--- config.mk ---
export PLATFORM = sky130hd
export DESIGN_NAME = csie_top
export DESIGN_NICKNAME = d
export VERILOG_FILES = /design/src/csie_pkg.sv /design/src/csie_flag_if.sv /design/src/csie_flag_bank.sv /design/src/csie_ser_irq.sv /design/src/csie_top.sv
export SDC_FILE = /design/constraint.sdc
export NUM_CORES = 1
export LEC_CHECK = 0
export BUFFER_PORTS_ARGS = -buffer_cell sky130_fd_sc_hd__buf_2
export CAP_MARGIN = 15
export CORE_MARGIN = 5
export CORE_UTILIZATION = 23
export CTS_CLUSTER_DIAMETER = 50
export CTS_CLUSTER_SIZE = 40
export DETAILED_ROUTE_END_ITERATION = 10
export PLACE_DENSITY = 0.5
export SLEW_MARGIN = 30
export SYNTH_ARGS = -nofsm -noshare
export SYNTH_HDL_FRONTEND = slang
export SYNTH_SLANG_ARGS = --single-unit
--- constraint.sdc ---
create_clock -name REF_CLK -period 3.4 [get_ports REF_CLK]
set_clock_uncertainty 0.1 [all_clocks]
set_input_delay 0.17 -clock REF_CLK [delete_from_list [all_inputs] [get_ports REF_CLK]]
set_output_delay 0.17 -clock REF_CLK [all_outputs]
set_load 0.005 [all_outputs]
--- src/csie_pkg.sv ---
// Constants and types shared by the card socket interrupt event block.
package csie_pkg;

	// ----------------------------------------------------------------
	// Timing
	// ----------------------------------------------------------------
	localparam int unsigned CLK_PERIOD_NS = 4;
	localparam int unsigned SER_SLOT_NS   = 32;
	localparam int unsigned SER_SLOT_CYC  = SER_SLOT_NS / CLK_PERIOD_NS;
	localparam int unsigned SER_SLOTS     = 16;

	// ----------------------------------------------------------------
	// Register offsets
	// ----------------------------------------------------------------
	localparam logic [7:0] LEG_FLAG_OFS  = 8'h04;
	localparam logic [7:0] LEG_MASK_OFS  = 8'h05;
	localparam logic [7:0] LEG_GCTRL_OFS = 8'h1e;
	localparam logic [7:0] FUNC_STAT_OFS = 8'h91;
	localparam logic [7:0] ROUTE_OFS     = 8'h92;
	localparam logic [7:0] SOCK_EVT_OFS  = 8'h00;
	localparam logic [7:0] SOCK_MASK_OFS = 8'h04;

	// ----------------------------------------------------------------
	// Field positions
	// ----------------------------------------------------------------
	localparam int unsigned LEG_BATT1_BIT   = 0;
	localparam int unsigned LEG_BATT2_BIT   = 1;
	localparam int unsigned LEG_READY_BIT   = 2;
	localparam int unsigned LEG_IO_CARD_STATUS_CHANGE_BIT  = 0;
	localparam int unsigned LEG_PWR_BIT     = 3;
	localparam int unsigned GCTRL_CLR_BIT   = 2;
	localparam int unsigned SOCK_STAT_BIT   = 0;
	localparam int unsigned SOCK_CD1_BIT    = 1;
	localparam int unsigned SOCK_CD2_BIT    = 2;
	localparam int unsigned SOCK_PWR_BIT    = 3;
	localparam int unsigned FUNC_STAT_BIT   = 0;
	localparam int unsigned RT_PCI_BIT      = 0;
	localparam int unsigned RT_MODE_LSB     = 1;
	localparam int unsigned RT_CSC_TERM_LSB = 4;
	localparam int unsigned RT_FUNC_TERM_LSB = 8;
	localparam int unsigned RT_CSC_IRQ_LSB  = 16;
	localparam int unsigned RT_FUNC_IRQ_LSB = 20;
	localparam int unsigned NUM_FLAGS       = 4;
	localparam int unsigned NUM_TERM        = 7;
	localparam logic [2:0]  SER_TERM        = 3'h6;

	// ----------------------------------------------------------------
	// Reset values
	// ----------------------------------------------------------------
	localparam logic [3:0]  FLAGS_RST = 4'h0;
	localparam logic [7:0]  MASK_RST  = 8'h00;
	localparam logic [7:0]  GCTRL_RST = 8'h00;
	localparam logic [31:0] ROUTE_RST = 32'h0000_0001;

	// ----------------------------------------------------------------
	// Types
	// ----------------------------------------------------------------
	typedef enum logic [1:0] {CARD_MEM16, CARD_IO16, CARD_CB32}
		csie_card_t;
	typedef enum logic [1:0] {SCH_NONE, SCH_PAR_IRQ, SCH_SERIAL}
		csie_sch_t;
	typedef enum logic [1:0] {SP_LEGACY, SP_CONFIG, SP_SOCKET}
		csie_space_t;

endpackage

--- src/csie_flag_if.sv ---
// Set, clear and flag signals of one bank of sticky event flags.
`timescale 1ns/1ns
interface csie_flag_if #(parameter int unsigned N = 4);
	logic [N-1:0] set;
	logic [N-1:0] clr;
	logic [N-1:0] flags;
	modport bank (input set, input clr, output flags);
	modport ctrl (output set, output clr, input flags);
endinterface

--- src/csie_flag_bank.sv ---
// Bank of sticky event flags where a set beats a clear.
`timescale 1ns/1ns
module csie_flag_bank #(parameter int unsigned N = 4) (
	// Clock and reset
	input wire logic clk,
	input wire logic rst,
	// Flag bank
	csie_flag_if.bank f
);
	always_ff @(posedge clk) begin
		if (rst) begin
			f.flags <= N'(csie_pkg::FLAGS_RST);
		end else begin
			f.flags <= (f.flags & ~f.clr) | f.set;
		end
	end
endmodule // csie_flag_bank

--- src/csie_ser_irq.sv ---
// Serialized IRQ frame generator: start slot, sixteen IRQ slots, stop.
`timescale 1ns/1ns
module csie_ser_irq (
	// Clock and reset
	input wire logic        clk,
	input wire logic        rst,
	// Control and data
	input wire logic        en,
	input wire logic [15:0] irq_vec,
	// Serial line, high means the line is pulled to its active level
	output logic            ser_out
);
	typedef enum {ST_START, ST_DATA, ST_STOP} csie_ser_state_t;

	csie_ser_state_t state_reg;
	logic [7:0]      div_reg;
	logic [3:0]      idx_reg;
	logic            slot_en;

	assign slot_en = (div_reg == 8'(csie_pkg::SER_SLOT_CYC - 1));

	always_ff @(posedge clk) begin
		if (rst || !en || slot_en) begin
			div_reg <= 8'h00;
		end else begin
			div_reg <= div_reg + 8'h01;
		end
	end

	// The IRQ vector is sampled slot by slot, so a request that comes
	// and goes between its slots is not seen in that frame.
	always_ff @(posedge clk) begin
		if (rst || !en) begin
			state_reg <= ST_START;
			idx_reg   <= 4'h0;
			ser_out   <= 1'b0;
		end else if (slot_en) begin
			case (state_reg)
				ST_START: begin
					ser_out   <= 1'b1;
					idx_reg   <= 4'h0;
					state_reg <= ST_DATA;
				end
				ST_DATA: begin
					ser_out <= irq_vec[idx_reg];
					idx_reg <= idx_reg + 4'h1;
					if (idx_reg == 4'(csie_pkg::SER_SLOTS - 1)) begin
						state_reg <= ST_STOP;
					end
				end
				default: begin
					ser_out   <= 1'b0;
					state_reg <= ST_START;
				end
			endcase
		end
	end
endmodule // csie_ser_irq

--- src/csie_top.sv ---
// Card socket interrupt events: flags, masks, routing to host terminals.
// Operation
// RULE1 - Sources split into status-change or functional classes
// RULE2 - All host signaling leaves through seven terminals
// RULE3 - Parallel bus, parallel IRQ and serial IRQ schemes
// RULE4 - Memory card battery transitions set flags 1,0
// RULE5 - Memory card ready transition sets flag 2
// RULE6 - I/O card status-change assertion sets flag 0
// RULE7 - I/O card request unmasked, status at 91h
// RULE8 - Bus card interrupt unmasked, status at 91h
// RULE9 - Bus card status-change sets socket event 0
// RULE10 - Card detect transitions set socket events 2,1
// RULE11 - Power-up completion sets flag 3 per card
// RULE12 - No functional interrupt for memory cards
// RULE13 - Shared pins interpreted by inserted card type
// RULE14 - Legacy flags clear on read or write-one
// RULE15 - Socket events cleared by writing one
// RULE16 - Flags sticky; request ORs enabled flags, functional
`timescale 1ns/1ns
module csie_top (
	// Clock and reset
	input wire logic        REF_CLK,
	input wire logic        SYS_RST,
	// Socket pins and internal power event
	input wire logic [1:0]  PIN_CARD_TYPE,
	input wire logic        PIN_STAT_BATT_ONE,
	input wire logic        PIN_SPKR_BATT_TWO,
	input wire logic        PIN_IRQ_READY,
	input wire logic        PIN_CARD_DETECT_ONE,
	input wire logic        PIN_CARD_DETECT_TWO,
	input wire logic        POWER_CYCLE_DONE,
	// Register port
	input wire logic [1:0]  REG_SPACE,
	input wire logic [7:0]  REG_ADDR,
	input wire logic        REG_WR,
	input wire logic        REG_RD,
	input wire logic [31:0] REG_WDATA,
	output logic     [31:0] REG_RDATA,
	output logic            REG_ACK,
	// Host interrupt terminals
	output logic     [6:0]  MF_TERM
);
	// ----------------------------------------------------------------
	// Card type and pin edges
	// ----------------------------------------------------------------
	csie_pkg::csie_card_t card;
	logic is_mem, is_io, is_cb, is_16;
	logic stat_prev_reg, batt2_prev_reg, ready_prev_reg;
	logic cd1_prev_reg, cd2_prev_reg;
	logic stat_edge, stat_rise, batt2_edge, ready_edge, cd1_edge, cd2_edge;

	assign card   = csie_pkg::csie_card_t'(PIN_CARD_TYPE);
	assign is_mem = (card == csie_pkg::CARD_MEM16); // RULE13
	assign is_io  = (card == csie_pkg::CARD_IO16); // RULE13
	assign is_cb  = (card == csie_pkg::CARD_CB32); // RULE13
	assign is_16  = is_mem || is_io;

	always_ff @(posedge REF_CLK) begin
		if (SYS_RST) begin
			stat_prev_reg  <= 1'b0;
			batt2_prev_reg <= 1'b0;
			ready_prev_reg <= 1'b0;
			cd1_prev_reg   <= 1'b0;
			cd2_prev_reg   <= 1'b0;
		end else begin
			stat_prev_reg  <= PIN_STAT_BATT_ONE;
			batt2_prev_reg <= PIN_SPKR_BATT_TWO;
			ready_prev_reg <= PIN_IRQ_READY;
			cd1_prev_reg   <= PIN_CARD_DETECT_ONE;
			cd2_prev_reg   <= PIN_CARD_DETECT_TWO;
		end
	end

	assign stat_edge  = PIN_STAT_BATT_ONE ^ stat_prev_reg;
	assign stat_rise  = PIN_STAT_BATT_ONE & ~stat_prev_reg;
	assign batt2_edge = PIN_SPKR_BATT_TWO ^ batt2_prev_reg;
	assign ready_edge = PIN_IRQ_READY ^ ready_prev_reg;
	assign cd1_edge   = PIN_CARD_DETECT_ONE ^ cd1_prev_reg;
	assign cd2_edge   = PIN_CARD_DETECT_TWO ^ cd2_prev_reg;

	// ----------------------------------------------------------------
	// Control registers
	// ----------------------------------------------------------------
	logic [7:0]  leg_mask_reg;
	logic [7:0]  gctrl_reg;
	logic [3:0]  sock_mask_reg;
	logic [31:0] route_reg;
	logic        leg_hit, sock_hit, cfg_hit;

	assign leg_hit  = (REG_SPACE == 2'(csie_pkg::SP_LEGACY));
	assign cfg_hit  = (REG_SPACE == 2'(csie_pkg::SP_CONFIG));
	assign sock_hit = (REG_SPACE == 2'(csie_pkg::SP_SOCKET));

	always_ff @(posedge REF_CLK) begin
		if (SYS_RST) begin
			leg_mask_reg  <= csie_pkg::MASK_RST;
			gctrl_reg     <= csie_pkg::GCTRL_RST;
			sock_mask_reg <= csie_pkg::MASK_RST[3:0];
			route_reg     <= csie_pkg::ROUTE_RST;
		end else if (REG_WR) begin
			if (leg_hit && REG_ADDR == csie_pkg::LEG_MASK_OFS) begin
				leg_mask_reg <= REG_WDATA[7:0];
			end else if (leg_hit && REG_ADDR == csie_pkg::LEG_GCTRL_OFS) begin
				gctrl_reg <= REG_WDATA[7:0];
			end else if (sock_hit && REG_ADDR == csie_pkg::SOCK_MASK_OFS) begin
				sock_mask_reg <= REG_WDATA[3:0];
			end else if (cfg_hit && REG_ADDR == csie_pkg::ROUTE_OFS) begin
				route_reg <= REG_WDATA;
			end
		end
	end

	// ----------------------------------------------------------------
	// Event flag banks
	// ----------------------------------------------------------------
	csie_flag_if #(.N(csie_pkg::NUM_FLAGS)) leg_if ();
	csie_flag_if #(.N(csie_pkg::NUM_FLAGS)) sock_if ();
	logic clr_by_write, leg_flag_wr, leg_flag_rd, sock_evt_wr;

	assign clr_by_write = gctrl_reg[csie_pkg::GCTRL_CLR_BIT];
	assign leg_flag_wr  = REG_WR && leg_hit && REG_ADDR == csie_pkg::LEG_FLAG_OFS;
	assign leg_flag_rd  = REG_RD && leg_hit && REG_ADDR == csie_pkg::LEG_FLAG_OFS;
	assign sock_evt_wr  = REG_WR && sock_hit
		&& REG_ADDR == csie_pkg::SOCK_EVT_OFS;

	// Status-change class: every set term below is a detected event.
	assign leg_if.set[csie_pkg::LEG_BATT1_BIT] = (is_mem && stat_edge) // RULE4
		|| (is_io && stat_rise); // RULE6
	assign leg_if.set[csie_pkg::LEG_BATT2_BIT] = is_mem && batt2_edge; // RULE4
	assign leg_if.set[csie_pkg::LEG_READY_BIT] = is_mem && ready_edge; // RULE5
	assign leg_if.set[csie_pkg::LEG_PWR_BIT] = is_16 && POWER_CYCLE_DONE; // RULE11

	// Unless write-one clear is selected, a read clears every flag it returned; the read data is captured in
	// the same cycle, so no flag is lost between read and clear.
	assign leg_if.clr = clr_by_write ? (leg_flag_wr ? REG_WDATA[3:0] : 4'h0)
		: (leg_flag_rd ? 4'hf : 4'h0); // RULE14

	assign sock_if.set[csie_pkg::SOCK_STAT_BIT] = is_cb && stat_rise; // RULE9
	assign sock_if.set[csie_pkg::SOCK_CD1_BIT] = cd1_edge; // RULE10
	assign sock_if.set[csie_pkg::SOCK_CD2_BIT] = cd2_edge; // RULE10
	assign sock_if.set[csie_pkg::SOCK_PWR_BIT] = is_cb
		&& POWER_CYCLE_DONE; // RULE11
	assign sock_if.clr = sock_evt_wr ? REG_WDATA[3:0] : 4'h0; // RULE15

	csie_flag_bank #(.N(csie_pkg::NUM_FLAGS)) u_leg_bank (
		.clk (REF_CLK),
		.rst (SYS_RST),
		.f   (leg_if)
	); // RULE16
	csie_flag_bank #(.N(csie_pkg::NUM_FLAGS)) u_sock_bank (
		.clk (REF_CLK),
		.rst (SYS_RST),
		.f   (sock_if)
	); // RULE16

	// ----------------------------------------------------------------
	// Interrupt classes
	// ----------------------------------------------------------------
	logic func_req, csc_req;

	// Functional requests pass with no mask and are never latched.
	assign func_req = (is_io || is_cb) && PIN_IRQ_READY; // RULE7 RULE8 RULE12
	assign csc_req  = |(leg_if.flags & leg_mask_reg[3:0])
		|| |(sock_if.flags & sock_mask_reg); // RULE1 RULE16

	// ----------------------------------------------------------------
	// Host signaling
	// ----------------------------------------------------------------
	csie_pkg::csie_sch_t scheme;
	logic [2:0]  csc_term, func_term;
	logic [3:0]  csc_irq, func_irq;
	logic [15:0] irq_vec;
	logic        ser_bit;
	logic [6:0]  term_next;

	assign scheme    = csie_pkg::csie_sch_t'(
		route_reg[csie_pkg::RT_MODE_LSB +: 2]);
	assign csc_term  = route_reg[csie_pkg::RT_CSC_TERM_LSB +: 3];
	assign func_term = route_reg[csie_pkg::RT_FUNC_TERM_LSB +: 3];
	assign csc_irq   = route_reg[csie_pkg::RT_CSC_IRQ_LSB +: 4];
	assign func_irq  = route_reg[csie_pkg::RT_FUNC_IRQ_LSB +: 4];

	always_comb begin
		irq_vec = 16'h0000;
		irq_vec[csc_irq] = csc_req;
		irq_vec[func_irq] = irq_vec[func_irq] | func_req;
	end

	csie_ser_irq u_ser (
		.clk     (REF_CLK),
		.rst     (SYS_RST),
		.en      (scheme == csie_pkg::SCH_SERIAL),
		.irq_vec (irq_vec),
		.ser_out (ser_bit)
	); // RULE3

	// Parallel bus interrupt on terminal 0 may be combined with either
	// of the other schemes; a terminal index of 7 selects no terminal.
	always_comb begin
		term_next = 7'h00;
		if (route_reg[csie_pkg::RT_PCI_BIT]) begin
			term_next[0] = csc_req || func_req; // RULE3
		end
		if (scheme == csie_pkg::SCH_PAR_IRQ) begin
			if (csc_term < 3'(csie_pkg::NUM_TERM)) begin
				term_next[csc_term] = term_next[csc_term] | csc_req;
			end
			if (func_term < 3'(csie_pkg::NUM_TERM)) begin
				term_next[func_term] = term_next[func_term] | func_req;
			end
		end else if (scheme == csie_pkg::SCH_SERIAL) begin
			term_next[csie_pkg::SER_TERM] = term_next[csie_pkg::SER_TERM]
				| ser_bit; // RULE3
		end
	end

	always_ff @(posedge REF_CLK) begin
		if (SYS_RST) begin
			MF_TERM <= 7'h00;
		end else begin
			MF_TERM <= term_next; // RULE2
		end
	end

	// ----------------------------------------------------------------
	// Register read path
	// ----------------------------------------------------------------
	always_ff @(posedge REF_CLK) begin
		if (SYS_RST) begin
			REG_RDATA <= 32'h0000_0000;
			REG_ACK   <= 1'b0;
		end else begin
			REG_ACK <= REG_RD || REG_WR;
			if (!REG_RD) begin
				REG_RDATA <= 32'h0000_0000;
			end else if (leg_hit && REG_ADDR == csie_pkg::LEG_FLAG_OFS) begin
				REG_RDATA <= {28'h0, leg_if.flags};
			end else if (leg_hit && REG_ADDR == csie_pkg::LEG_MASK_OFS) begin
				REG_RDATA <= {24'h0, leg_mask_reg};
			end else if (leg_hit && REG_ADDR == csie_pkg::LEG_GCTRL_OFS) begin
				REG_RDATA <= {24'h0, gctrl_reg};
			end else if (cfg_hit && REG_ADDR == csie_pkg::FUNC_STAT_OFS) begin
				REG_RDATA <= {31'h0, func_req}; // RULE7 RULE8
			end else if (cfg_hit && REG_ADDR == csie_pkg::ROUTE_OFS) begin
				REG_RDATA <= route_reg;
			end else if (sock_hit && REG_ADDR == csie_pkg::SOCK_EVT_OFS) begin
				REG_RDATA <= {28'h0, sock_if.flags};
			end else if (sock_hit && REG_ADDR == csie_pkg::SOCK_MASK_OFS) begin
				REG_RDATA <= {28'h0, sock_mask_reg};
			end else begin
				REG_RDATA <= 32'h0000_0000;
			end
		end
	end

	// ----------------------------------------------------------------
	// Assertions
	// ----------------------------------------------------------------
	a_batt_edge_flag: assert property (@(posedge REF_CLK) disable iff (SYS_RST)
		is_mem && batt2_edge |=> leg_if.flags[1]) // RULE4
		else $error("battery two transition did not set flag 1");
	a_ready_edge_flag: assert property (@(posedge REF_CLK) disable iff (SYS_RST)
		is_mem && ready_edge |=> leg_if.flags[2]) // RULE5
		else $error("ready transition did not set flag 2");
	a_io_io_card_status_change_flag: assert property (@(posedge REF_CLK) disable iff (SYS_RST)
		is_io && $rose(PIN_STAT_BATT_ONE) |=> leg_if.flags[0]) // RULE6
		else $error("io status change did not set flag 0");
	a_func_status_read: assert property (@(posedge REF_CLK) disable iff (SYS_RST)
		REG_RD && cfg_hit && REG_ADDR == csie_pkg::FUNC_STAT_OFS
		|=> REG_ACK && REG_RDATA[0] == $past(func_req)) // RULE7
		else $error("functional status read mismatch");
	a_mem_no_func: assert property (@(posedge REF_CLK) disable iff (SYS_RST)
		is_mem |-> !func_req) // RULE12
		else $error("functional request seen for memory card");
	a_cb_io_card_status_change_flag: assert property (@(posedge REF_CLK) disable iff (SYS_RST)
		is_cb && $rose(PIN_STAT_BATT_ONE) |=> sock_if.flags[0]) // RULE9
		else $error("bus card status change did not set event 0");
	a_detect_one_flag: assert property (@(posedge REF_CLK) disable iff (SYS_RST)
		cd1_edge |=> sock_if.flags[1]) // RULE10
		else $error("card detect one transition did not set event 1");
	a_detect_two_flag: assert property (@(posedge REF_CLK) disable iff (SYS_RST)
		cd2_edge |=> sock_if.flags[2]) // RULE10
		else $error("card detect two transition did not set event 2");
	a_power_leg_flag: assert property (@(posedge REF_CLK) disable iff (SYS_RST)
		POWER_CYCLE_DONE && is_16 |=> leg_if.flags[3]) // RULE11
		else $error("power cycle complete legacy flag not set");
	a_power_cb_flag: assert property (@(posedge REF_CLK) disable iff (SYS_RST)
		POWER_CYCLE_DONE && is_cb |=> sock_if.flags[3]) // RULE11
		else $error("power cycle complete socket event not set");
	a_read_clears: assert property (@(posedge REF_CLK) disable iff (SYS_RST)
		leg_flag_rd && !clr_by_write && leg_if.set == 4'h0
		|=> leg_if.flags == 4'h0) // RULE14
		else $error("legacy flags not cleared by read");
	a_w1c_socket: assert property (@(posedge REF_CLK) disable iff (SYS_RST)
		sock_evt_wr && REG_WDATA[1] && !cd1_edge |=> !sock_if.flags[1]) // RULE15
		else $error("socket event not cleared by write one");
	a_irq_to_host: assert property (@(posedge REF_CLK) disable iff (SYS_RST)
		route_reg[0] && csc_req ##1 route_reg[0] |-> MF_TERM[0]) // RULE16
		else $error("enabled flag did not reach terminal 0");
	a_cb_func_unmasked: assert property (@(posedge REF_CLK) disable iff (SYS_RST)
		route_reg[0] && is_cb && PIN_IRQ_READY |=> MF_TERM[0]) // RULE8
		else $error("bus card interrupt did not reach terminal 0");
	a_flag_sticky: assert property (@(posedge REF_CLK) disable iff (SYS_RST)
		leg_if.flags[0] && !leg_if.clr[0] |=> leg_if.flags[0]) // RULE16
		else $error("legacy flag 0 dropped without a clear");

endmodule // csie_top

### Yosys cells after proc, flatten, opt, wreduce, memory -nomap -nowiden

Cells that the tools add are included.

* $add $sub $neg: 2
* $lt $le $gt $ge: 11
* equality and inequality tests: 15
* mux-type cells: 41
* bitwise logic cells: 24
* reduce and logical (&&, ||, !) cells: 51

Operators by type and width (count)
* $mux 32: 2
* $pmux 32 s2: 1
* $eq 32x1->1 const B: 1
* $logic_not 32->1: 1
* $mux 4: 7
* $logic_and 1x1->1: 25
* $eq 8x3->1 const B: 3
* $mux 8: 3
* $mux 7: 3
* $and 16x16->16: 1
* $and 4x4->4: 4
* $bwmux 16: 1
* $eq 8x8->1 const B: 2
* $lt 4x5->1 const B: 3
* $bwmux 7: 2
* $mux 1: 12
* $add 8x1->8 const B: 1
* $bmux 1 s4: 2
* $demux 1 s4: 2
* $eq 8x5->1 const B: 1
* $ge 4x1->1 const B: 2
* $logic_not 8->1: 1
* $logic_or 1x1->1: 8
* $lt 3x4->1 const B: 2
* 28 further kinds: 54

* register bits after elaboration: 150
* input bits: 54
* output and inout bits: 40
* logic and storage cells: 165

### Depth between registers and ports, before layout

Gate-level depths: netlist (run 1).

* word-level depth: 17
* depth in mapped cells: 10

### By module

A second synthesis (run 1) with hierarchy kept.

* cell total of the unflattened synthesis: 670
* area total of the unflattened synthesis: 5719.2 sq um

By module, submodules not included
* csie_top: instances 1, cells each 547, area an instance 4619.4 sq um, seq. area each 1941.9 sq um
* csie_ser_irq: instances 1, cells each 91, area an instance 819.5 sq um, seq. area each 300.3 sq um
* csie_flag_bank: instances 2, cells each 16, area an instance 140.1 sq um, seq. area each 80.1 sq um

### Worst setup path before layout (run 1)

No wires, ideal clock.

* path type: reg2reg
* from: register u_ser.div_reg[0]
* to: register u_ser.ser_out
* arrival time: 2.031 ns
* required time: 3.231 ns
* setup slack: 1.200 ns
* stages on the path, launching flop included: 11
* buffers on the path: 2
* period minus slack after synthesis: 2.200 ns
* path through: dfxtp_1 -> ha_1 -> nand4bb_1 -> or4_1 -> buf_2 -> or2_0 -> buf_2 -> a2111o_1 -> o21ai_1 -> a21oi_1 -> o21ai_1

* longest elaborated chain between the ends: 1

RTL lines
* start: declaration: RTL line csie_ser_irq.sv:16 `logic [7:0] div_reg;`
* start signal: assignment: RTL line csie_ser_irq.sv:26 `div_reg <= div_reg + 8'h01;`
* $eq 8x3->1: RTL line csie_ser_irq.sv:20 `assign slot_en = (div_reg == 8'(csie_pkg::SER_SLOT_CYC - 1));`
* end signal: assignment: RTL line csie_ser_irq.sv:45 `ser_out <= irq_vec[idx_reg];`
* end: declaration: RTL line csie_ser_irq.sv:11 `output logic ser_out`

No other way between the ends.
A chain may end at the register's enable or synchronous reset.

### Worst setup path after layout (run 1)

* from: register u_leg_bank.f.flags[0]
* to: register u_ser.ser_out

* longest elaborated chain between the ends: 11

RTL lines
* start: declaration: RTL line csie_flag_if.sv:7 `modport bank (input set, input clr, output flags);`
* start signal: assignment: RTL line csie_flag_bank.sv:12 `f.flags <= N'(csie_pkg::FLAGS_RST);`
* start signal: assignment: RTL line csie_flag_bank.sv:14 `f.flags <= (f.flags & ~f.clr) | f.set;`
* $and 4x4->4 *: RTL line csie_top.sv:163 `assign csc_req = |(leg_if.flags & leg_mask_reg[3:0])`
* $reduce_or 4->1 *: RTL line csie_top.sv:163
* $logic_or 1x1->1 *: RTL line csie_top.sv:164 `|| |(sock_if.flags & sock_mask_reg);`
* $and 16x16->16 (no source line) *
* $bmux 1 s4: RTL line csie_top.sv:186 `irq_vec[func_irq] = irq_vec[func_irq] | func_req;`
* $mux 1 (implied by the code): RTL line csie_top.sv:186
* $or 1x1->1: RTL line csie_top.sv:186
* $bwmux 16 *: RTL line csie_top.sv:186
* $bmux 1 s4 *: RTL line csie_ser_irq.sv:45
* $mux 1 (implied by the code) *: RTL line csie_ser_irq.sv:45
* $pmux 1 s2 *: RTL line csie_ser_irq.sv:38 `case (state_reg)`

Mark *: on every way between the ends. The rest lies on a longest branch, timed or not. The select of a mux whose other input is x is not followed.

==> impl_metrics.tcl, run 1 <==
set metrics [dict create \
    ys_ff_latch 120 \
    cts-resized-gates 0 \
    ir_drop_mv 0.288 \
    die_w_um 161 \
    antenna-diode-count 0 \
    antenna_found_initial 0 \
    h-tree-depth 4 \
    portBuffers 93 \
    grt_use_total_pct 12.1 \
    setup_violations 0 \
    synth_commonest_cells "dfxtp_1 (120), nand2_1 (94), a21oi_1 (57)" \
    relSlewSlack_pct 39.1 \
    rsz0062_at_grt "no" \
    path_clk_slew_ps 60 \
    status "completed" \
    crit_path_end_kind "flop" \
    period_minus_slack_ps 2450 \
    worstReg2RegStart "u_leg_bank.f.flags[0]" \
    core_um2 22600 \
    crit_start "u_leg_bank.f.flags[0]" \
    max_cap_viol_count 0 \
    yosysMostFrequentCell "dfxtp_1" \
    first_pass_iters 5 \
    start_util_pct 23.3 \
    placed_area_um2 5930 \
    drive_gt1_share_pct 19.0 \
    synthCells 614 \
    clk_latency_ps 420 \
    yosysUniqueCellTypes 65 \
    final_cells 1028 \
    synth_area_um2 5260 \
    critPathArrivalTime_ps 2650 \
    hp-class "in -> reg" \
    slowest_delay_ps 840 \
    p_switching_mw 0.782 \
    finalInstanceArea_um2 6900 \
    grt_max_degree 42 \
    yosys_warnings 0 \
    syn2layout_area_growth_pct 31.2 \
    cts_buffer_depth 2 \
    nets 790 \
    dp.cells 957 \
    grt_pass1_vias 4751 \
    synth_area_leader_cell "dfxtp_1" \
    hold_violations 0 \
    seq_power_share_pct 43.2 \
    dr_total_vias 4733 \
    die_area_um2 26000 \
    synth_ff_type "dfxtp_1" \
    drcViolationCount 0 \
    switching_share_pct 23.7 \
    drtAntennaViolNets 0 \
    powerDensity_nw_per_um2 479 \
    slowest_stage "o41ai_1" \
    min_period_over_period_pct 71.9 \
    numClockSinks 120 \
    vias_per_cell 4.60 \
    fillCellCount 2425 \
    tightest_slew_ps 902 \
    p_leak_nw 2.58 \
    overflow 0 \
    async_flop_share_pct 0 \
    num_io_pins 94 \
    synth_edf_count 0 \
    cts_tree "built" \
    place_congestion 0.844 \
    post_drt_wl_per_cell_um 14.8 \
    p_comb_share_pct 4.5 \
    crit_chain "a22o_1 -> o41ai_1 -> a2111oi_0 -> nor2_1 -> and4bb_2 -> a21oi_1 -> o21ai_1" \
    synthesis.nets 674 \
    yosysSeqAreaShare_pct 45.7 \
    grt_pass1_wl_um 25000 \
    criticalPathCategory "reg -> reg" \
    wl_um 15200 \
    place.detailed.hpwl_um 10600 \
    fmax_ghz 0.409 \
    worstSetupStartpointType "flop" \
    synth_top_area_share_pct 45.7 \
    maxSlewViolCount 0 \
    tns_ps 0 \
    min-delay-start "REG_ADDR[0]" \
    cts_root_buf "clkbuf_16" \
    holdWs_ps 130 \
    critPathRequiredTime_ps 3600 \
    ys_top_cells_by_area "dfxtp_1 (46%), nand2_1 (6.7%), a21oi_1 (5.4%)" \
    crit_path_max_fanout 5 \
    die_h_um 161 \
    cts_buffers 17 \
    synth_area_per_cell_um2 8.56 \
    p_clk_share_pct 52.3 \
    drt_iter0_drc 308 \
    rows 55 \
    internal-power_mw 2.52 \
]
## layout by cell type, fill, tap and decap left out, drive strengths merged, types with 8 or more instances in the layout
master       count
a21oi           57
a22oi           17
a31oi           11
and2            27
and3             8
buf             99
clkbuf          19
dfxtp          120
dlygate4sd3     39
inv              9
mux2i           15
nand2           94
nand2b          11
nand3           21
nor2            50
nor2b           14
o21ai           18
xnor2            8
xor2            11
## worst max-delay path: cells and delay by family, from the launching register on
kind	cells	cell delay [ps]
AOI/OAI and AO/OA	5	1520
and+or+nand+nor	2	380
DFF	1	320
## layout make-up
cell class / count / area [um2] / share of cell area [%]
clock buffer: 19 / 443 / 6.42
clock inverter: 13 / 125 / 1.81
inverter: 8 / 30.0 / 0.435
multi-input combinational: 445 / 2640 / 38.3
sequential: 120 / 2400 / 34.8
tap: 285 / 357 / 5.17
timing repair buffer: 138 / 901 / 13.1
## power groups by stage
| stage | clock, mW | sequential (mW) | combinational (mW) |
|---|---|---|---|
| after global placement | 0 | 1.46 | 0.115 |
| after floorplan | 0 | 1.45 | 0.0498 |
| after detailed placement | 0 | 1.46 | 0.114 |
| after CTS | 1.78 | 1.43 | 0.151 |
| after global routing | 1.86 | 1.43 | 0.167 |
| final | 1.73 | 1.43 | 0.149 |
## cells by family (layout without fill, tap and decap cells)
family / after synthesis / count (layout) / synth area share [%]
XOR/XNOR: 19 / 19 / 3.16
AO/OA/AOI/OAI: 143 / 143 / 17.3
adder cells (fa/ha/maj): 6 / 6 / 1.43
flip-flops: 120 / 120 / 45.7
buffers and inverters: 49 / 178 / 4.26
multiplexers: 15 / 15 / 2.86
AND/OR/NAND/NOR: 262 / 262 / 25.3
## path summary, 6_finish.rpt
check	to	depth (start not counted)	slack [ps]
setup / recovery	u_ser.ser_out	7	950
hold / removal	REG_RDATA[0]	4	130
setup reg to reg	u_ser.ser_out	7	950
hold reg to reg	u_ser.div_reg[0]	1	340
## per-layer routing
| layer | up-vias | track usage (%) | share of wire (%) |
|---|---|---|---|
| li1 | 2389 | - | - |
| met1 | 2210 | 16.1 | 49 |
| met2 | 123 | 19.0 | 45 |
| met3 | 11 | 3.70 | 5.0 |
| met4 | 0 | 3.30 | 0.87 |
| met5 | - | 0 | 0 |
## per-stage QoR
stage	util [%]	setup slack (ps)	power, mW
4_1_cts	30.5	995	3.36
6_report	30.6	954	3.30
5_1_grt	30.6	819	3.45
3_5_place_dp	26.3	866	1.57
2_1_floorplan	-	1200	1.50
3_3_place_gp	26.3	928	1.57
## timing repair
action | in CTS | in global routing
setup endpoints to repair | 0 | 0
setup buffers | 0 | 0
hold buffers | 39 | 0
hold endpoints to repair | 56 | 0
Power figures use the tool's default switching activity.
==> inputs of run 2 (changes only) <==
ABC_AREA = 1   (was default)
PLACE_DENSITY = 0.51   (was 0.5)
clock period = 2.05 ns   (was 3.4 ns; I/O delays follow)
==> run 2 against run 1 <==
  * The run now ends with setup timing left
  * Final area increased by 18%
  * Utilization grew 2.9 points
  * Cell count grew 32%
  * Critical path depth is 12 higher
  * Sequential cell count stayed put
  * Register-to-register slack worse by 1100 ps
  * Via count rose by 22%
  * First-iteration DRC count rose by 32%
  * Area after synthesis increased by 8.0%
  * Clock-buffer cell count did not move
  * Critical path type unchanged
  * Critical endpoint unchanged
==> impl_metrics.tcl, run 2 <==
set metrics [dict create \
    hold_violations 0 \
    die_h_um 167 \
    drcViolationCount 0 \
    p_leak_nw 3.50 \
    synthCells 818 \
    tns_ps -286 \
    synth_ff_type "dfxtp_1" \
    place.detailed.hpwl_um 12500 \
    start_util_pct 23.4 \
    place_congestion 0.861 \
    overflow 0 \
    maxSlewViolCount 0 \
    synth_top_area_share_pct 42.3 \
    grt_pass1_vias 5849 \
    slowest_delay_ps 310 \
    post_drt_wl_per_cell_um 12.4 \
    synth_fa_ha_area_share_pct 1.32 \
    clk_latency_ps 410 \
    r2r_slack_ps -160 \
    tightest_slew_ps 439 \
    final_common_cell "nor2_1" \
    placed_area_um2 7040 \
    min_period_over_period_pct 108 \
    ys_top_cells_by_area "dfxtp_1 (42%), nor2_1 (9.8%), nand2_1 (9.8%)" \
    synth_top_family_by_area "simple AND/OR/NAND/NOR gates" \
    core_um2 24300 \
    wl_um 16900 \
    critPathArrivalTime_ps 2420 \
    final_cell_mix "nor2_1 (148), nand2_1 (145), dfxtp_1 (120), inv_1 (112), buf_2 (93)" \
    drtAntennaViolNets 0 \
    portBuffers 93 \
    cts_buffers 17 \
    worst-path-buf-inv 1 \
    hp-class "in -> reg" \
    slowest_stage "dfxtp_1" \
    finalInstanceArea_um2 8150 \
    yosysUniqueCellTypes 46 \
    relSlewSlack_pct 70.4 \
    dr_total_vias 5783 \
    vias_per_cell 4.25 \
    cts_root_buf "clkbuf_16" \
    holdWs_ps 49.2 \
    powerDensity_nw_per_um2 731 \
    synthesis.nets 878 \
    synth_compound_area_share_pct 16.2 \
    synth_area_leader_cell "dfxtp_1" \
    setup_ws_ps -163 \
    crit_chain "nand2_1 -> nand2_1 -> nor2_2 -> nand2_2 -> buf_12 -> nand2_2 -> nor2_1 -> nor2_1 -> nand2_2 -> nor2_4 -> nand2_4 -> o21bai_2 -> nand2_1 -> nand2_1 -> nand3_1 -> nand2_1 -> nand3_1 -> nand2_1 -> nand2_1" \
    yosys_warnings 0 \
    syn2layout_area_growth_pct 43.4 \
    ir_drop_mv 0.351 \
    nets 1085 \
    rsz0062_at_grt "yes" \
    period_minus_slack_ps 2210 \
    grt_max_degree 35 \
    crit_family "simple AND/OR/NAND/NOR gates" \
    first_pass_iters 6 \
    drive_gt1_share_pct 22.4 \
    synth-xor-area-share_pct 0.771 \
    numClockSinks 120 \
    num_io_pins 94 \
    status "finished, violations left" \
    drt_iter0_drc 408 \
    fmax_ghz 0.452 \
    die_w_um 167 \
    synthSimpleGateAreaFrac_pct 29.3 \
    criticalPathCategory "reg -> reg" \
    synth_area_um2 5680 \
    setup_violations 4 \
    path_clk_slew_ps 60 \
    grt_use_total_pct 12.4 \
    synth_area_per_cell_um2 6.94 \
    yosysSeqAreaShare_pct 42.3 \
    synth_edf_count 0 \
    critPathRequiredTime_ps 2260 \
    antenna_found_initial 0 \
    crit_path_max_fanout 22 \
    max_cap_viol_count 0 \
    cpMostUsedCell "nand2_1" \
    cts_tree "built" \
    muxShareOfSynthArea_pct 0 \
    violations "setup timing" \
    crit_path_end_kind "flop" \
    worstSetupStartpointType "flop" \
    antenna-diode-count 0 \
    cts_buffer_depth 2 \
    h-tree-depth 4 \
    ys_ff_latch 120 \
    synth_commonest_cells "nor2_1 (149), nand2_1 (148), dfxtp_1 (120)" \
    async_flop_share_pct 0 \
    die_area_um2 27900 \
    grt_pass1_wl_um 28800 \
    rows 57 \
    yosysMostFrequentCell "nor2_1" \
    fillCellCount 2606 \
    pre_cts_ws_ps -193 \
    cts_setup_buffers 0 \
]
## run 2: cell types whose count changed in the layout (fill, tap and decap cells not counted), moves of 13 or more
cell      change
mux2i_1      -15
o21ai_0      +14
nand2_1      +51
nand3_1      +38
a211oi_1     +27
inv_1       +104
nor2b_1      -13
nor2_1       +98
a22oi_1      -14
buf_4        +62
and2_1       -27
## run 2: final cells by class
| class | instances | area (um2) | share of cell area, % |
|---|---|---|---|
| Multi-Input combinational cell | 556 | 2770 | 33.9 |
| Sequential cell | 120 | 2400 | 29.5 |
| Timing Repair Buffer | 206 | 1470 | 18.0 |
| Inverter | 124 | 465 | 5.71 |
| Clock buffer | 19 | 443 | 5.44 |
| Tap cell | 324 | 405 | 4.98 |
| Clock inverter | 12 | 200 | 2.46 |
## run 2: where the power goes
group          switching (mW)  internal, mW  total [mW]
clock network            1.08          2.18        3.26
registers             0.00789          2.35        2.36
logic                   0.168         0.166       0.335
total                    1.26          4.70        5.96
## run 2: path summary, 6_finish.rpt
path                            cells past startpoint       endpoint                    from
worst max-delay path                               19  u_ser.ser_out  u_sock_bank.f.flags[2]
worst min-delay path                                5   REG_RDATA[0]            REG_SPACE[0]
worst max register to register                     19  u_ser.ser_out  u_sock_bank.f.flags[2]
worst min register to register                      2  REG_RDATA[11]           route_reg[11]
## run 2: per-stage QoR
step | std cells | util, % | power, mW
floorplan | 818 | - | 2.53
global placement | 1287 | 28.9 | 2.68
detailed placement | 1287 | 28.9 | 2.68
CTS | 1361 | 33.4 | 6.04
global route | 1361 | 33.5 | 6.19
finish | 1361 | 33.5 | 5.96
## run 2: worst min-delay path: stages
cell and delay (ps):
buf_2 90, nor2_1 60, nand2_1 110, o211ai_1 110, inv_1 60
## run 2: timing repair
item | 4_1_cts | 5_1_grt
endpoints found under the setup margin | 5 | 6
hold buffers | 41 | 0
cloned | 2 | 0
pin swaps | 2 | 2
resized for setup | 5 | 6
endpoints found under the hold margin | 64 | 0
## run 2: per-layer routing
| layer | up-vias | share of wire [%] | track usage, % |
|---|---|---|---|
| met5 | - | 0 | 0 |
| met4 | 0 | 2.1 | 4.62 |
| met3 | 26 | 4.4 | 2.97 |
| met2 | 124 | 44 | 19.5 |
| met1 | 2556 | 50 | 16.7 |
| li1 | 3077 | - | - |
## run 2: cell families after synthesis
group / Yosys count
compound gates: 153
xor+xnor: 5
fa+ha+maj: 6
buf+inv: 144
flops: 120
simple gates: 390
==> inputs of run 3 (changes only) <==
CORE_ASPECT_RATIO = 1.75   (was default)
==> run 3 against run 2 <==
  * The flow still finishes with violations (setup timing)
  * Sequential power barely moved
  * Sequential cell count did not move
  * Total power fell by 9.7%
  * Clock power fell by 18%
  * Worst hold slack improved by 35 ps
  * Die area rose by 0.44%
  * First-iteration DRC count fell by 33%
  * Largest power group unchanged
==> impl_metrics.tcl, run 3 (synthesis gave the netlist of run 2 again) <==
set metrics [dict create \
    status "finished, violations left" \
    violations "setup timing" \
    vias_per_cell 4.48 \
    dp.cells 1292 \
    die_w_um 129 \
    wl_um 19100 \
    tightest_slew_ps 462 \
    maxSlewViolCount 0 \
    fin_util_pct 34.3 \
    place_congestion 0.906 \
    overflow 0 \
    hold_violations 0 \
    min_period_over_period_pct 110 \
    syn2layout_area_growth_pct 48.1 \
    start_util_pct 23.2 \
    critPathArrivalTime_ps 2480 \
    powerDensity_nw_per_um2 640 \
    tns_ps -1040 \
    dr_total_vias 6175 \
    final_common_cell "nor2_1" \
    relSlewSlack_pct 69.2 \
    holdWs_ps 84.6 \
    core_um2 24500 \
    grt_max_degree 38 \
    min-delay-start "PIN_CARD_TYPE[1]" \
    cts_buffers 17 \
    drive_gt1_share_pct 26.4 \
    crit_chain "nand2_2 -> nand2_2 -> nor2_4 -> nand2_4 -> buf_4 -> buf_6 -> o21ai_4 -> inv_2 -> nand2_2 -> a21oi_4 -> nand3_2 -> nor2_1 -> a21oi_1 -> nand2_1 -> nand2_1 -> nand2_2 -> buf_4 -> o21ai_1 -> inv_1" \
    fmax_ghz 0.443 \
    worstReg2RegStart "u_sock_bank.f.flags[3]" \
    rows 76 \
    numClockSinks 120 \
    cts_buffer_depth 2 \
    portBuffers 93 \
    grt_pass1_wl_um 30100 \
    antenna_found_initial 0 \
    first_pass_iters 6 \
    setup_violations 8 \
    cpMostUsedCell "nand2_2" \
    path_clk_slew_ps 50 \
    h-tree-depth 4 \
    nets 1115 \
    rsz0062_at_grt "yes" \
    criticalPathCategory "reg -> reg" \
    num_io_pins 94 \
    setup_ws_ps -208 \
    antenna-diode-count 0 \
    cts_tree "built" \
    final_cells 1378 \
    drcViolationCount 0 \
    worstSetupStartpointType "flop" \
    crit_path_max_fanout 8 \
    die_h_um 218 \
    ir_drop_mv 0.467 \
    crit_path_end_kind "flop" \
    drt_iter0_drc 274 \
    worst-path-buf-inv 5 \
    cts_root_buf "clkbuf_16" \
    crit_family "simple AND/OR/NAND/NOR gates" \
    final_cell_mix "nor2_1 (144), nand2_1 (139), dfxtp_1 (118), inv_1 (109), buf_2 (93)" \
    pre_cts_ws_ps -330 \
    post_drt_wl_per_cell_um 13.9 \
    slowest_delay_ps 320 \
    max_cap_viol_count 0 \
    die_area_um2 28100 \
    grt_use_total_pct 13.8 \
    period_minus_slack_ps 2260 \
    hp-class "in -> reg" \
    place.detailed.hpwl_um 14300 \
    drtAntennaViolNets 0 \
    crit_start "u_sock_bank.f.flags[3]" \
    grt_pass1_vias 6298 \
    clk_latency_ps 430 \
    p_leak_nw 3.61 \
    critPathRequiredTime_ps 2270 \
    slowest_stage "dfxtp_2" \
]
==> run 3: power breakdown <==
group / internal, mW / total (mW) / switching, mW
Clock: 1.59 / 2.66 / 1.07
Sequential: 2.35 / 2.36 / 0.0104
Combinational: 0.177 / 0.356 / 0.179
Total: 4.12 / 5.38 / 1.26
==> run 3: worst paths after layout <==
kind,end,slack (ps),cells after the start
setup reg to reg,MF_TERM[2],-210,19
hold reg to reg,REG_RDATA[26],340,2
hold / removal,u_leg_bank.f.flags[0],80,5
setup / recovery,MF_TERM[2],-210,19
==> run 3: final cells by class <==
cell class              instances  area [um2]
fillers                      2666       16100
well taps                     312         390
flip-flops and latches        120        2400
inverters                     124         473
multi-input cells             556        2910
clock buffers                  23         468
clock inverters                 7        48.8
repair buffers                236        1720
==> run 3: metrics by stage <==
step           cell area (um2)  total power [mW]
6_report                  8410              5.38
5_1_grt                   8410              5.58
3_3_place_gp              7140              2.68
3_5_place_dp              7140              2.68
4_1_cts                   8180              5.45
2_1_floorplan             5680              2.53
==> run 3: timing repair <==
item / CTS / global route
hold buffers: 46 / 0
buffers inserted: 4 / 3
cloned: 1 / 2
endpoints found under the hold margin: 65 / 0
gates resized for setup: 7 / 49
pin swaps: 3 / 26
setup endpoints to repair: 5 / 8
==> run 3: worst min-delay path, cell delays in order <==
cell,delay [ps]
buf_2,90
inv_1,50
ha_1,180
nand2_1,60
a31oi_1,70
==> run 3: metal layers <==
layer	GRT usage, %	routed length [um]
met1	12.8	6700
met2	26.4	10600
met3	2.92	680
met4	8.86	1110
met5	0	0
